<file path="src/inc/ulm_pkg.sv">
package ulm_pkg;

	// ----------------------------------------------------------------
	// Register offsets
	// ----------------------------------------------------------------
	localparam logic [2:0] ULM_OFS_MODEM_CONTROL = 3'h4;
	localparam logic [2:0] ULM_OFS_LINE_STATUS   = 3'h5;
	localparam logic [2:0] ULM_OFS_MODEM_STATUS  = 3'h6;
	localparam logic [2:0] ULM_OFS_SCRATCH       = 3'h7;

	// ----------------------------------------------------------------
	// Reset values
	// ----------------------------------------------------------------
	localparam logic [7:0] ULM_MCR_RST     = 8'h00;
	localparam logic [7:0] ULM_SCRATCH_RST = 8'hff;
	localparam logic [7:0] ULM_TLR_RST     = 8'h00;
	localparam logic [7:0] ULM_TCR_RST     = 8'h00;
	localparam logic [7:0] ULM_ZERO_BYTE   = 8'h00;

	// ----------------------------------------------------------------
	// Modem control fields
	// ----------------------------------------------------------------
	localparam int ULM_MCR_DTR     = 0;
	localparam int ULM_MCR_RTS     = 1;
	localparam int ULM_MCR_SEL     = 2;
	localparam int ULM_MCR_OUT2    = 3;
	localparam int ULM_MCR_LOOP    = 4;
	localparam int ULM_MCR_XON_ANY = 5;
	localparam int ULM_MCR_PRESC   = 7;
	localparam logic [7:0] ULM_MCR_WMASK_PLAIN = 8'h1f;
	localparam logic [7:0] ULM_MCR_WMASK_ENH   = 8'ha0;

	// ----------------------------------------------------------------
	// Line status fields
	// ----------------------------------------------------------------
	localparam int ULM_LSR_DATA   = 0;
	localparam int ULM_LSR_OVR    = 1;
	localparam int ULM_LSR_PAR    = 2;
	localparam int ULM_LSR_FRM    = 3;
	localparam int ULM_LSR_BRK    = 4;
	localparam int ULM_LSR_THE    = 5;
	localparam int ULM_LSR_TEMT   = 6;
	localparam int ULM_LSR_FIFOER = 7;

	// ----------------------------------------------------------------
	// Timing
	// ----------------------------------------------------------------
	localparam logic [1:0] ULM_PRESC_LAST = 2'h3;
	localparam logic [1:0] ULM_PRESC_ONE  = 2'h1;
	localparam logic [1:0] ULM_PRESC_RST  = 2'h0;

	// ----------------------------------------------------------------
	// Carriers
	// ----------------------------------------------------------------
	typedef struct packed {
		logic char_done;
		logic fifo_full;
		logic data_avail;
		logic top_parity_err;
		logic top_frame_err;
		logic top_break;
		logic fifo_err_any;
		logic char_is_flow;
	} ulm_rx_s;

	typedef struct packed {
		logic cd_n;
		logic ri_n;
		logic dsr_n;
		logic cts_n;
	} ulm_modem_s;

	typedef struct packed {
		logic [5:0] resume;
		logic [5:0] halt;
	} ulm_levels_s;

endpackage

</file>
<file path="src/design/ulm_modem_delta.sv">
`timescale 1ns/1ps
module ulm_modem_delta (
	// Clock and reset
	input  wire logic       clk,
	input  wire logic       rstn,
	// Status levels {cd, ri, dsr, cts} and clear strobe
	input  wire logic [3:0] level,
	input  wire logic       clear,
	// Sticky delta flags
	output logic      [3:0] delta
);
	import ulm_pkg::*;

	logic [3:0] prev;
	logic       primed;
	logic [3:0] set_now;

	// ----------------------------------------------------------------
	// Change detection
	// ----------------------------------------------------------------
	always_comb begin
		set_now = 4'h0;
		if (primed) begin
			set_now = level ^ prev;
			set_now[2] = prev[2] & ~level[2];
		end
	end

	always_ff @(posedge clk or negedge rstn) begin
		if (!rstn) begin
			prev   <= 4'h0;
			primed <= 1'b0;
		end else begin
			prev   <= level;
			primed <= 1'b1;
		end
	end

	// Set wins over a read clear in the same cycle
	always_ff @(posedge clk or negedge rstn) begin
		if (!rstn) begin
			delta <= 4'h0;
		end else begin
			delta <= (clear ? 4'h0 : delta) | set_now;
		end
	end

	// ----------------------------------------------------------------
	// Checks
	// ----------------------------------------------------------------
	property p_delta_change;
		@(posedge clk) disable iff (!rstn)
		(primed && (level[0] != prev[0])) |=> delta[0];
	endproperty
	a_delta_change: assert property (p_delta_change) else $error("cts delta missed");

	property p_ri_trail;
		@(posedge clk) disable iff (!rstn)
		(primed && prev[2] && !level[2] && !delta[2]) |=> delta[2];
	endproperty
	a_ri_trail: assert property (p_ri_trail) else $error("ri trailing edge missed");

	property p_ri_lead;
		@(posedge clk) disable iff (!rstn)
		(!prev[2] && level[2] && !delta[2]) |=> !delta[2];
	endproperty
	a_ri_lead: assert property (p_ri_lead) else $error("ri delta set on wrong edge");

	property p_clear;
		@(posedge clk) disable iff (!rstn)
		(clear && primed && (level == prev)) |=> (delta == 4'h0);
	endproperty
	a_clear: assert property (p_clear) else $error("delta not cleared on read");

endmodule

</file>
<file path="src/design/ulm_status_ctrl.sv">
`timescale 1ns/1ps
// Notes on behaviour
// - Offset 7 reads scratch, or trigger level when enhanced enable and select are both set.
// - Offset 6 reads modem status, or halt/resume levels when both bits are set.
// - Control bit 3 low: interrupt outputs floating, spare output 2 high; high: reversed.
// - Control bit 4 enables internal loopback; cleared at reset.
// - Control bit 5 lets any received character resume a halted transmitter.
// - Control bit 7 divides the baud clock by four; writable only with enhanced enable.
// - Status bit 0 is set while received data waits.
// - Overrun sets when a character completes into a full receive FIFO.
// - Parity and framing flags follow the character at the read position.
// - Break flag follows the break tag of the character at the read position.
// - Holding-empty flag follows the holding register or transmit FIFO being empty.
// - Transmitter-empty flag needs both holding and shift stages empty.
// - FIFO error flag stays set while any errored byte remains in the FIFO.
// - Delta flags for cts, dsr, cd set on any change; raise modem interrupt.
// - Ring delta sets only at the end of ringing; raises modem interrupt.
// - With auto cts, a high cts pin pauses transmission after the current character.
// - Outside loopback, status bits 4 to 7 show the inverted modem input pins.
// - In loopback, status bits 4 to 7 mirror control bits 1, 0, 2, 3.
// - Scratch is a plain 8-bit store resetting to all ones.
// - Halt/resume levels replace modem status only under enhanced enable and select.
// - Halt level is low nibble times four, resume level high nibble times four.
module ulm_status_ctrl (
	// Clock and reset
	input  wire logic                 clk,
	input  wire logic                 rstn,
	// Register port
	input  wire logic [2:0]           reg_addr,
	input  wire logic                 reg_wr,
	input  wire logic                 reg_rd,
	input  wire logic [7:0]           reg_wdata,
	output logic      [7:0]           reg_rdata,
	// Settings held elsewhere
	input  wire logic                 enh_enable,
	input  wire logic                 modem_int_enable,
	input  wire logic                 auto_cts_enable,
	input  wire logic                 sw_flow_active,
	// Receiver and transmitter status
	input  wire ulm_pkg::ulm_rx_s     rx,
	input  wire logic                 tx_hold_empty,
	input  wire logic                 tx_shift_empty,
	input  wire logic                 tx_halted,
	// Modem input pins
	input  wire ulm_pkg::ulm_modem_s  modem_in,
	// Modem and spare outputs
	output logic                      dtr_n,
	output logic                      rts_n,
	output logic                      spare_output_2_n,
	output logic                      irq_out_oe,
	output logic                      modem_irq,
	// Controls to neighbouring logic
	output logic                      loopback,
	output logic                      baud_clk_en,
	output logic                      xon_any_resume,
	output logic                      rx_store,
	output logic                      tx_pause,
	output ulm_pkg::ulm_levels_s      levels,
	output logic      [7:0]           trig_level
);
	import ulm_pkg::*;

	// ----------------------------------------------------------------
	// Helpers
	// ----------------------------------------------------------------
	function automatic logic hit(input logic stb, input logic [2:0] a, input logic [2:0] ofs);
		return stb && (a == ofs);
	endfunction

	function automatic logic alt_page(input logic enh, input logic sel);
		return enh && sel;
	endfunction

	function automatic logic [5:0] lvl_x4(input logic [3:0] n);
		return {n, 2'h0};
	endfunction

	logic [7:0] modem_control;
	logic [7:0] scratch_store;
	logic [7:0] fifo_trigger_level;
	logic [7:0] flow_halt_resume_levels;
	logic [7:0] line_status;
	logic [7:0] modem_status;
	logic [7:0] next_modem_control;
	logic [7:0] next_rdata;
	logic [7:0] mcr_wmask;
	logic [3:0] modem_level;
	logic [3:0] modem_delta;
	logic [1:0] presc_cnt;
	logic       alt;
	logic       overrun;
	logic       msr_rd;
	logic       lsr_rd;

	// ----------------------------------------------------------------
	// Page select at offsets 6 and 7
	// ----------------------------------------------------------------
	assign alt    = alt_page(enh_enable, modem_control[ULM_MCR_SEL]);
	assign msr_rd = hit(reg_rd, reg_addr, ULM_OFS_MODEM_STATUS) && !alt;
	assign lsr_rd = hit(reg_rd, reg_addr, ULM_OFS_LINE_STATUS);

	// ----------------------------------------------------------------
	// Modem control
	// ----------------------------------------------------------------
	always_comb begin
		mcr_wmask = ULM_MCR_WMASK_PLAIN;
		if (enh_enable) begin
			mcr_wmask = ULM_MCR_WMASK_PLAIN | ULM_MCR_WMASK_ENH;
		end
		next_modem_control = modem_control;
		if (hit(reg_wr, reg_addr, ULM_OFS_MODEM_CONTROL)) begin
			next_modem_control = (modem_control & ~mcr_wmask) | (reg_wdata & mcr_wmask);
		end
	end

	always_ff @(posedge clk or negedge rstn) begin
		if (!rstn) begin
			modem_control <= ULM_MCR_RST;
		end else begin
			modem_control <= next_modem_control;
		end
	end

	// ----------------------------------------------------------------
	// Scratch, trigger level and halt/resume levels
	// ----------------------------------------------------------------
	always_ff @(posedge clk or negedge rstn) begin
		if (!rstn) begin
			scratch_store      <= ULM_SCRATCH_RST;
			fifo_trigger_level <= ULM_TLR_RST;
		end else if (hit(reg_wr, reg_addr, ULM_OFS_SCRATCH)) begin
			if (alt) begin
				fifo_trigger_level <= reg_wdata;
			end else begin
				scratch_store <= reg_wdata;
			end
		end
	end

	always_ff @(posedge clk or negedge rstn) begin
		if (!rstn) begin
			flow_halt_resume_levels <= ULM_TCR_RST;
		end else if (hit(reg_wr, reg_addr, ULM_OFS_MODEM_STATUS) && alt) begin
			flow_halt_resume_levels <= reg_wdata;
		end
	end

	// ----------------------------------------------------------------
	// Line status
	// ----------------------------------------------------------------
	always_ff @(posedge clk or negedge rstn) begin
		if (!rstn) begin
			overrun <= 1'b0;
		end else if (rx.char_done && rx.fifo_full) begin
			overrun <= 1'b1;
		end else if (lsr_rd) begin
			overrun <= 1'b0;
		end
	end

	always_comb begin
		line_status                 = ULM_ZERO_BYTE;
		line_status[ULM_LSR_DATA]   = rx.data_avail;
		line_status[ULM_LSR_OVR]    = overrun;
		line_status[ULM_LSR_PAR]    = rx.top_parity_err;
		line_status[ULM_LSR_FRM]    = rx.top_frame_err;
		line_status[ULM_LSR_BRK]    = rx.top_break;
		line_status[ULM_LSR_THE]    = tx_hold_empty;
		line_status[ULM_LSR_TEMT]   = tx_hold_empty && tx_shift_empty;
		line_status[ULM_LSR_FIFOER] = rx.fifo_err_any;
	end

	// ----------------------------------------------------------------
	// Modem status
	// ----------------------------------------------------------------
	always_comb begin
		if (modem_control[ULM_MCR_LOOP]) begin
			modem_level = {modem_control[ULM_MCR_OUT2], modem_control[ULM_MCR_SEL],
				modem_control[ULM_MCR_DTR], modem_control[ULM_MCR_RTS]};
		end else begin
			modem_level = ~modem_in;
		end
		modem_status = {modem_level, modem_delta};
	end

	ulm_modem_delta u_delta (
		.clk   (clk),
		.rstn  (rstn),
		.level (modem_level),
		.clear (msr_rd),
		.delta (modem_delta)
	);

	// ----------------------------------------------------------------
	// Read path
	// ----------------------------------------------------------------
	always_comb begin
		case (reg_addr)
			ULM_OFS_MODEM_CONTROL: begin
				next_rdata = modem_control;
			end
			ULM_OFS_LINE_STATUS: begin
				next_rdata = line_status;
			end
			ULM_OFS_MODEM_STATUS: begin
				next_rdata = alt ? flow_halt_resume_levels : modem_status;
			end
			ULM_OFS_SCRATCH: begin
				next_rdata = alt ? fifo_trigger_level : scratch_store;
			end
			default: begin
				next_rdata = ULM_ZERO_BYTE;
			end
		endcase
	end

	always_ff @(posedge clk or negedge rstn) begin
		if (!rstn) begin
			reg_rdata <= ULM_ZERO_BYTE;
		end else if (reg_rd) begin
			reg_rdata <= next_rdata;
		end
	end

	// ----------------------------------------------------------------
	// Pin and control outputs
	// ----------------------------------------------------------------
	always_ff @(posedge clk or negedge rstn) begin
		if (!rstn) begin
			dtr_n            <= 1'b1;
			rts_n            <= 1'b1;
			spare_output_2_n <= 1'b1;
			irq_out_oe       <= 1'b0;
			loopback         <= 1'b0;
		end else begin
			dtr_n            <= next_modem_control[ULM_MCR_LOOP] || !next_modem_control[ULM_MCR_DTR];
			rts_n            <= next_modem_control[ULM_MCR_LOOP] || !next_modem_control[ULM_MCR_RTS];
			spare_output_2_n <= !next_modem_control[ULM_MCR_OUT2];
			irq_out_oe       <= next_modem_control[ULM_MCR_OUT2];
			loopback         <= next_modem_control[ULM_MCR_LOOP];
		end
	end

	always_ff @(posedge clk or negedge rstn) begin
		if (!rstn) begin
			modem_irq <= 1'b0;
		end else begin
			modem_irq <= modem_int_enable && (|modem_delta);
		end
	end

	// Baud clock prescaler
	always_ff @(posedge clk or negedge rstn) begin
		if (!rstn) begin
			presc_cnt   <= ULM_PRESC_RST;
			baud_clk_en <= 1'b0;
		end else if (!modem_control[ULM_MCR_PRESC]) begin
			presc_cnt   <= ULM_PRESC_RST;
			baud_clk_en <= 1'b1;
		end else begin
			presc_cnt   <= presc_cnt + ULM_PRESC_ONE;
			baud_clk_en <= (presc_cnt == ULM_PRESC_LAST);
		end
	end

	// Receive side and auto cts flow decisions
	always_ff @(posedge clk or negedge rstn) begin
		if (!rstn) begin
			xon_any_resume <= 1'b0;
			rx_store       <= 1'b0;
			tx_pause       <= 1'b0;
		end else begin
			xon_any_resume <= modem_control[ULM_MCR_XON_ANY] && rx.char_done && tx_halted;
			rx_store       <= rx.char_done && !rx.fifo_full &&
				!(rx.char_is_flow && sw_flow_active);
			tx_pause       <= auto_cts_enable && modem_in.cts_n;
		end
	end

	always_ff @(posedge clk or negedge rstn) begin
		if (!rstn) begin
			levels     <= '0;
			trig_level <= ULM_TLR_RST;
		end else begin
			levels.halt   <= lvl_x4(flow_halt_resume_levels[3:0]);
			levels.resume <= lvl_x4(flow_halt_resume_levels[7:4]);
			trig_level    <= fifo_trigger_level;
		end
	end

	// ----------------------------------------------------------------
	// Checks
	// ----------------------------------------------------------------
	property p_spr_read;
		@(posedge clk) disable iff (!rstn)
		(hit(reg_rd, reg_addr, ULM_OFS_SCRATCH) && !alt) |=> (reg_rdata == $past(scratch_store));
	endproperty
	a_spr_read: assert property (p_spr_read) else $error("scratch not read at offset 7");

	property p_tlr_read;
		@(posedge clk) disable iff (!rstn)
		(hit(reg_rd, reg_addr, ULM_OFS_SCRATCH) && alt) |=> (reg_rdata == $past(fifo_trigger_level));
	endproperty
	a_tlr_read: assert property (p_tlr_read) else $error("trigger level not read at offset 7");

	property p_tcr_read;
		@(posedge clk) disable iff (!rstn)
		(hit(reg_rd, reg_addr, ULM_OFS_MODEM_STATUS) && alt) |=> (reg_rdata == $past(flow_halt_resume_levels));
	endproperty
	a_tcr_read: assert property (p_tcr_read) else $error("levels not read at offset 6");

	property p_out2;
		@(posedge clk) disable iff (!rstn)
		(spare_output_2_n != irq_out_oe) && (irq_out_oe == modem_control[ULM_MCR_OUT2]);
	endproperty
	a_out2: assert property (p_out2) else $error("spare output 2 and interrupt enable disagree");

	property p_presc_lock;
		@(posedge clk) disable iff (!rstn)
		(hit(reg_wr, reg_addr, ULM_OFS_MODEM_CONTROL) && !enh_enable) |=>
			(modem_control[ULM_MCR_PRESC] == $past(modem_control[ULM_MCR_PRESC]));
	endproperty
	a_presc_lock: assert property (p_presc_lock) else $error("prescaler bit written without enable");

	property p_presc_div;
		@(posedge clk) disable iff (!rstn)
		(modem_control[ULM_MCR_PRESC] && baud_clk_en) ##1 modem_control[ULM_MCR_PRESC] |-> !baud_clk_en;
	endproperty
	a_presc_div: assert property (p_presc_div) else $error("divided baud enable back to back");

	property p_data_ready;
		@(posedge clk) disable iff (!rstn)
		lsr_rd |=> (reg_rdata[ULM_LSR_DATA] == $past(rx.data_avail));
	endproperty
	a_data_ready: assert property (p_data_ready) else $error("data ready wrong");

	property p_overrun;
		@(posedge clk) disable iff (!rstn)
		(rx.char_done && rx.fifo_full) |=> overrun ##0 !rx_store;
	endproperty
	a_overrun: assert property (p_overrun) else $error("overrun missed or byte stored");

	property p_temt;
		@(posedge clk) disable iff (!rstn)
		(lsr_rd ##1 reg_rdata[ULM_LSR_TEMT]) |-> $past(tx_hold_empty && tx_shift_empty);
	endproperty
	a_temt: assert property (p_temt) else $error("transmitter empty while busy");

	property p_cts_pause;
		@(posedge clk) disable iff (!rstn)
		(auto_cts_enable && modem_in.cts_n) |=> tx_pause;
	endproperty
	a_cts_pause: assert property (p_cts_pause) else $error("auto cts did not pause");

	property p_loop_mirror;
		@(posedge clk) disable iff (!rstn)
		(msr_rd && modem_control[ULM_MCR_LOOP]) |=> (reg_rdata[4] == $past(modem_control[ULM_MCR_RTS]));
	endproperty
	a_loop_mirror: assert property (p_loop_mirror) else $error("loopback cts mirror wrong");

	property p_spr_write;
		@(posedge clk) disable iff (!rstn)
		(hit(reg_wr, reg_addr, ULM_OFS_SCRATCH) && !alt) |=> (scratch_store == $past(reg_wdata));
	endproperty
	a_spr_write: assert property (p_spr_write) else $error("scratch write lost");

	property p_levels;
		@(posedge clk) disable iff (!rstn)
		1'b1 |=> (levels.halt == {$past(flow_halt_resume_levels[3:0]), 2'h0});
	endproperty
	a_levels: assert property (p_levels) else $error("halt level scaling wrong");

endmodule

</file>
<file path="config.mk">
export PLATFORM = sky130hd
export DESIGN_NAME = ulm_status_ctrl
export DESIGN_NICKNAME = d
export VERILOG_FILES = /design/src/inc/ulm_pkg.sv /design/src/design/ulm_modem_delta.sv /design/src/design/ulm_status_ctrl.sv
export SDC_FILE = /design/constraint.sdc
export NUM_CORES = 1
export LEC_CHECK = 0
export BUFFER_PORTS_ARGS = -buffer_cell sky130_fd_sc_hd__buf_2
export CORE_UTILIZATION = 55
export CTS_CLUSTER_DIAMETER = 100
export DETAILED_ROUTE_END_ITERATION = 7
export PLACE_DENSITY = 0.78
export SYNTH_ARGS = -nofsm -noshare
export SYNTH_HDL_FRONTEND = slang
export SYNTH_SLANG_ARGS = --single-unit
</file>
<file path="constraint.sdc">
create_clock -name clk -period 3.3 [get_ports clk]
set_input_delay 0.66 -clock clk [delete_from_list [all_inputs] [get_ports clk]]
set_output_delay 0.66 -clock clk [all_outputs]
set_load 0.1 [all_outputs]
</file>
==> summary.md <==
| Metric | Value |
|---|---|
| Highest Clock Rate | 439 MHz |
| Core footprint | 5510 µm² |
| Number of synthesized flops with an enable pin | 0 |
| Most frequent cell after synthesis | dfrtp_1 |
| Maximum vdd drop | 0.533 mV |
| Top layer in use | met4 |
| RSZ-0062 raised after global routing | no |
| DR WL met2 | 3.33 mm |
| Initial Util | 0.573 |
| Clk root buf | clkbuf_8 |
| DIE AREA | 6040 µm² |
| Nets | 370 |
| Layout Skew | 7.37 ps |
| Setup violators final | 0 |
| Max-cap violations | 0 |
| Site row count | 27 |
| Min Tclk post-route | 2280 ps |
| Vias in the first global route | 2283 |
| Largest net degree at the start of global routing | 76 |
| Endpoints failing hold | 0 |
| First-pass GRT wire length | 11.5 mm |
| Crit-path max cell delay | 730 ps |
| DIE WIDTH | 77.7 µm |
| Share of layout cells above drive strength 1 | 0.371 |
| Area leader, netlist | dfrtp_1 |
| Final ANT Viol Nets | 0 |
| Final total power | 3.08 mW |
| I/O pins | 72 |
| PwrDens | 823 nW/µm² |
| Post-synth cell types | 32 |
| Via Count | 2297 |
| Post-synth top area share | 0.508 |
| Worst-path cell chain | buf_2 |
| DR WL/cell | 17.1 µm |
| Maximum level of the CTS H-tree | 3 |
| Final wirelength | 7.03 mm |
| Metal3 WL | 509 µm |
| Crit path launch type | flop |
| Asr flop ratio synth | 1.00 |
| Worst setup margin | 1020 ps |
| Slew margin rel. | 0.387 |
| GRT Util Overall | 0.257 |
| DP Worst Slack | 927 ps |
| Slew Viols, Final | 0 |
| Mean Syn Cell Area | 11.9 µm² |
| Post-synth top cells | 64 x dfrtp_1, 44 x nand2_1, 27 x mux2_2, 17 x o21ai_0, 15 x a21oi_1 |
| Residual DRC | 0 |
| Synthesis Warnings | 0 |
| Clk buf depth | 2 |
| Ranking of synthesized cells by area | dfrtp_1 51%, mux2_2 9.6%, dfstp_2 9.2%, nand2_1 5.2%, mux2i_1 2.9% |
| Syn Inst Count | 266 |
| Min-Delay Path Class | flop to flop |
| DRT iter0 DRCs | 273 |
| Post-CTS Hold Fix Bufs | 0 |
| Area grow syn2layout | 18.5% |
| Setup Buffers After CTS | 0 |
| Clk_lat worst skew | 350 ps |
| PostCTS Resize Cnt | 0 |
| CP bufs+invs | 1 |
| Status | completed |
| Cts bufs inserted | 9 |
| Critical-path top delay cell | dfrtp_1 |
| Critical-path maximum fanout | 17 |
| Fillers | 446 |
| GRT overflow | 0 |
| CTS tree | built |
| Die height | 77.7 µm |
| Post-synthesis sequential area ratio | 0.599 |
| Crit Path Category | flop to output pin |
| Delay-heaviest family, CP | flip-flops |
| Flops & latches, synth | 75 |
| Measured slew at the worst slew-check pin | 919 ps |
| Antenna cells | 0 |
| Via density | 5.58 |
| CTS Sinks | 75 |
| Crit path required time | 2640 ps |
| Final GP Congestion | 0.868 |
| Top_reg_cell synth | dfrtp_1 |
| First-pass iteration count of the detailed router | 4 |
| CP Capture Type | output pin |
| Worst EP arrival | 1620 ps |
| Mapped cell area | 3160 µm² |
| Sum Neg Setup Slack | 0 ps |
| Post-Route M1 WL | 3.09 mm |
| Port bufs | 67 |
| Static leakage | 1.79 nW |
| Fin crit share | 0.691 |
| Final HPWL DP | 4.71 mm |
| Clk pin slew, worst setup/hold paths | 80 ps |
| Initial antenna violation count | 0 |
## layout by cell type, fill, tap and decap left out, types with 3 or more instances in the layout
| cell | netlist | routed |
|---|---|---|
| a21oi_1 | 15 | 15 |
| and2_1 | 4 | 4 |
| buf_2 | 3 | 66 |
| clkbuf_8 | 0 | 9 |
| clkinvlp_4 | 0 | 3 |
| conb_1 | 2 | 5 |
| dfrtp_1 | 64 | 64 |
| dfstp_2 | 11 | 11 |
| inv_1 | 11 | 11 |
| mux2_2 | 27 | 27 |
| mux2i_1 | 9 | 9 |
| nand2_1 | 44 | 44 |
| nand2b_1 | 4 | 4 |
| nand3_1 | 3 | 3 |
| nor2b_1 | 10 | 10 |
| nor3_1 | 3 | 3 |
| o211ai_1 | 3 | 3 |
| o21a_1 | 4 | 4 |
| o21ai_0 | 17 | 17 |
| o32a_1 | 8 | 8 |
| xnor2_1 | 3 | 3 |
## stage by stage
step	util	instance area [µm²]	hold WS, ps	instances
2_1_floorplan	-	3170	364	269
3_3_place_gp	0.640	3520	388	396
3_5_place_dp	0.640	3520	394	396
4_1_cts	0.679	3740	408	412
5_1_grt	0.679	3740	422	412
6_report	0.679	3740	408	412
## state kept, by name, indices dropped and copies added (netlist names), 2 cells and up, named ones only
| name | flops |
|---|---|
| scratch_store | 8 |
| u_delta.prev | 4 |
| levels | 8 |
| trig_level | 8 |
| u_delta.delta | 4 |
| modem_control | 5 |
| fifo_trigger_level | 8 |
| presc_cnt | 2 |
| reg_rdata | 8 |
| flow_halt_resume_levels | 8 |
## routing by layer
| metal | global-route usage | up-vias |
|---|---|---|
| li1 | - | 1054 |
| met1 | 0.360 | 1150 |
| met2 | 0.377 | 82 |
| met3 | 0.0506 | 11 |
| met4 | 0.142 | 0 |
| met5 | 0 | - |
## logic make-up after synthesis
| group | Yosys count | share of synthesized area |
|---|---|---|
| flip-flops | 75 | 0.599 |
| AND/OR/NAND/NOR | 75 | 0.123 |
| AO/OA/AOI/OAI | 51 | 0.103 |
| multiplexers | 36 | 0.125 |
| buffers and inverters | 23 | 0.0357 |
| XOR/XNOR | 3 | 0.00833 |
| other | 2 | 0.00238 |
| adder cells (fa/ha/maj) | 1 | 0.00396 |
## where the power goes
group | leakage [nW] | switching [mW] | internal (mW)
clock network | 0.101 | 0.348 | 0.423
logic | 0.780 | 0.811 | 0.217
registers | 0.909 | 0.133 | 1.14
total | 1.79 | 1.29 | 1.78
## final timing paths
check	startpoint	cells past startpoint	slack, ps	end
max	modem_control[4]	1	1020	loopback
min	fifo_trigger_level[7]	0	410	trig_level[7]
max reg2reg	modem_control[2]	3	1420	flow_halt_resume_levels[3]
min reg2reg	fifo_trigger_level[7]	0	410	trig_level[7]
max in group asynchronous	rstn	1	2260	levels[10]
min in group asynchronous	rstn	1	440	xon_any_resume
## cell type report
cell class / instances / area, µm² / share of cell area
clock buffers: 9 / 124 / 0.0331
clock inverters: 7 / 92.6 / 0.0248
inverters: 11 / 41.3 / 0.0110
multi-input cells: 171 / 1160 / 0.311
flip-flops and latches: 75 / 1890 / 0.506
well taps: 72 / 90.1 / 0.0241
repair buffers: 67 / 338 / 0.0903
Note: power is estimated with default switching activity, not from simulation.
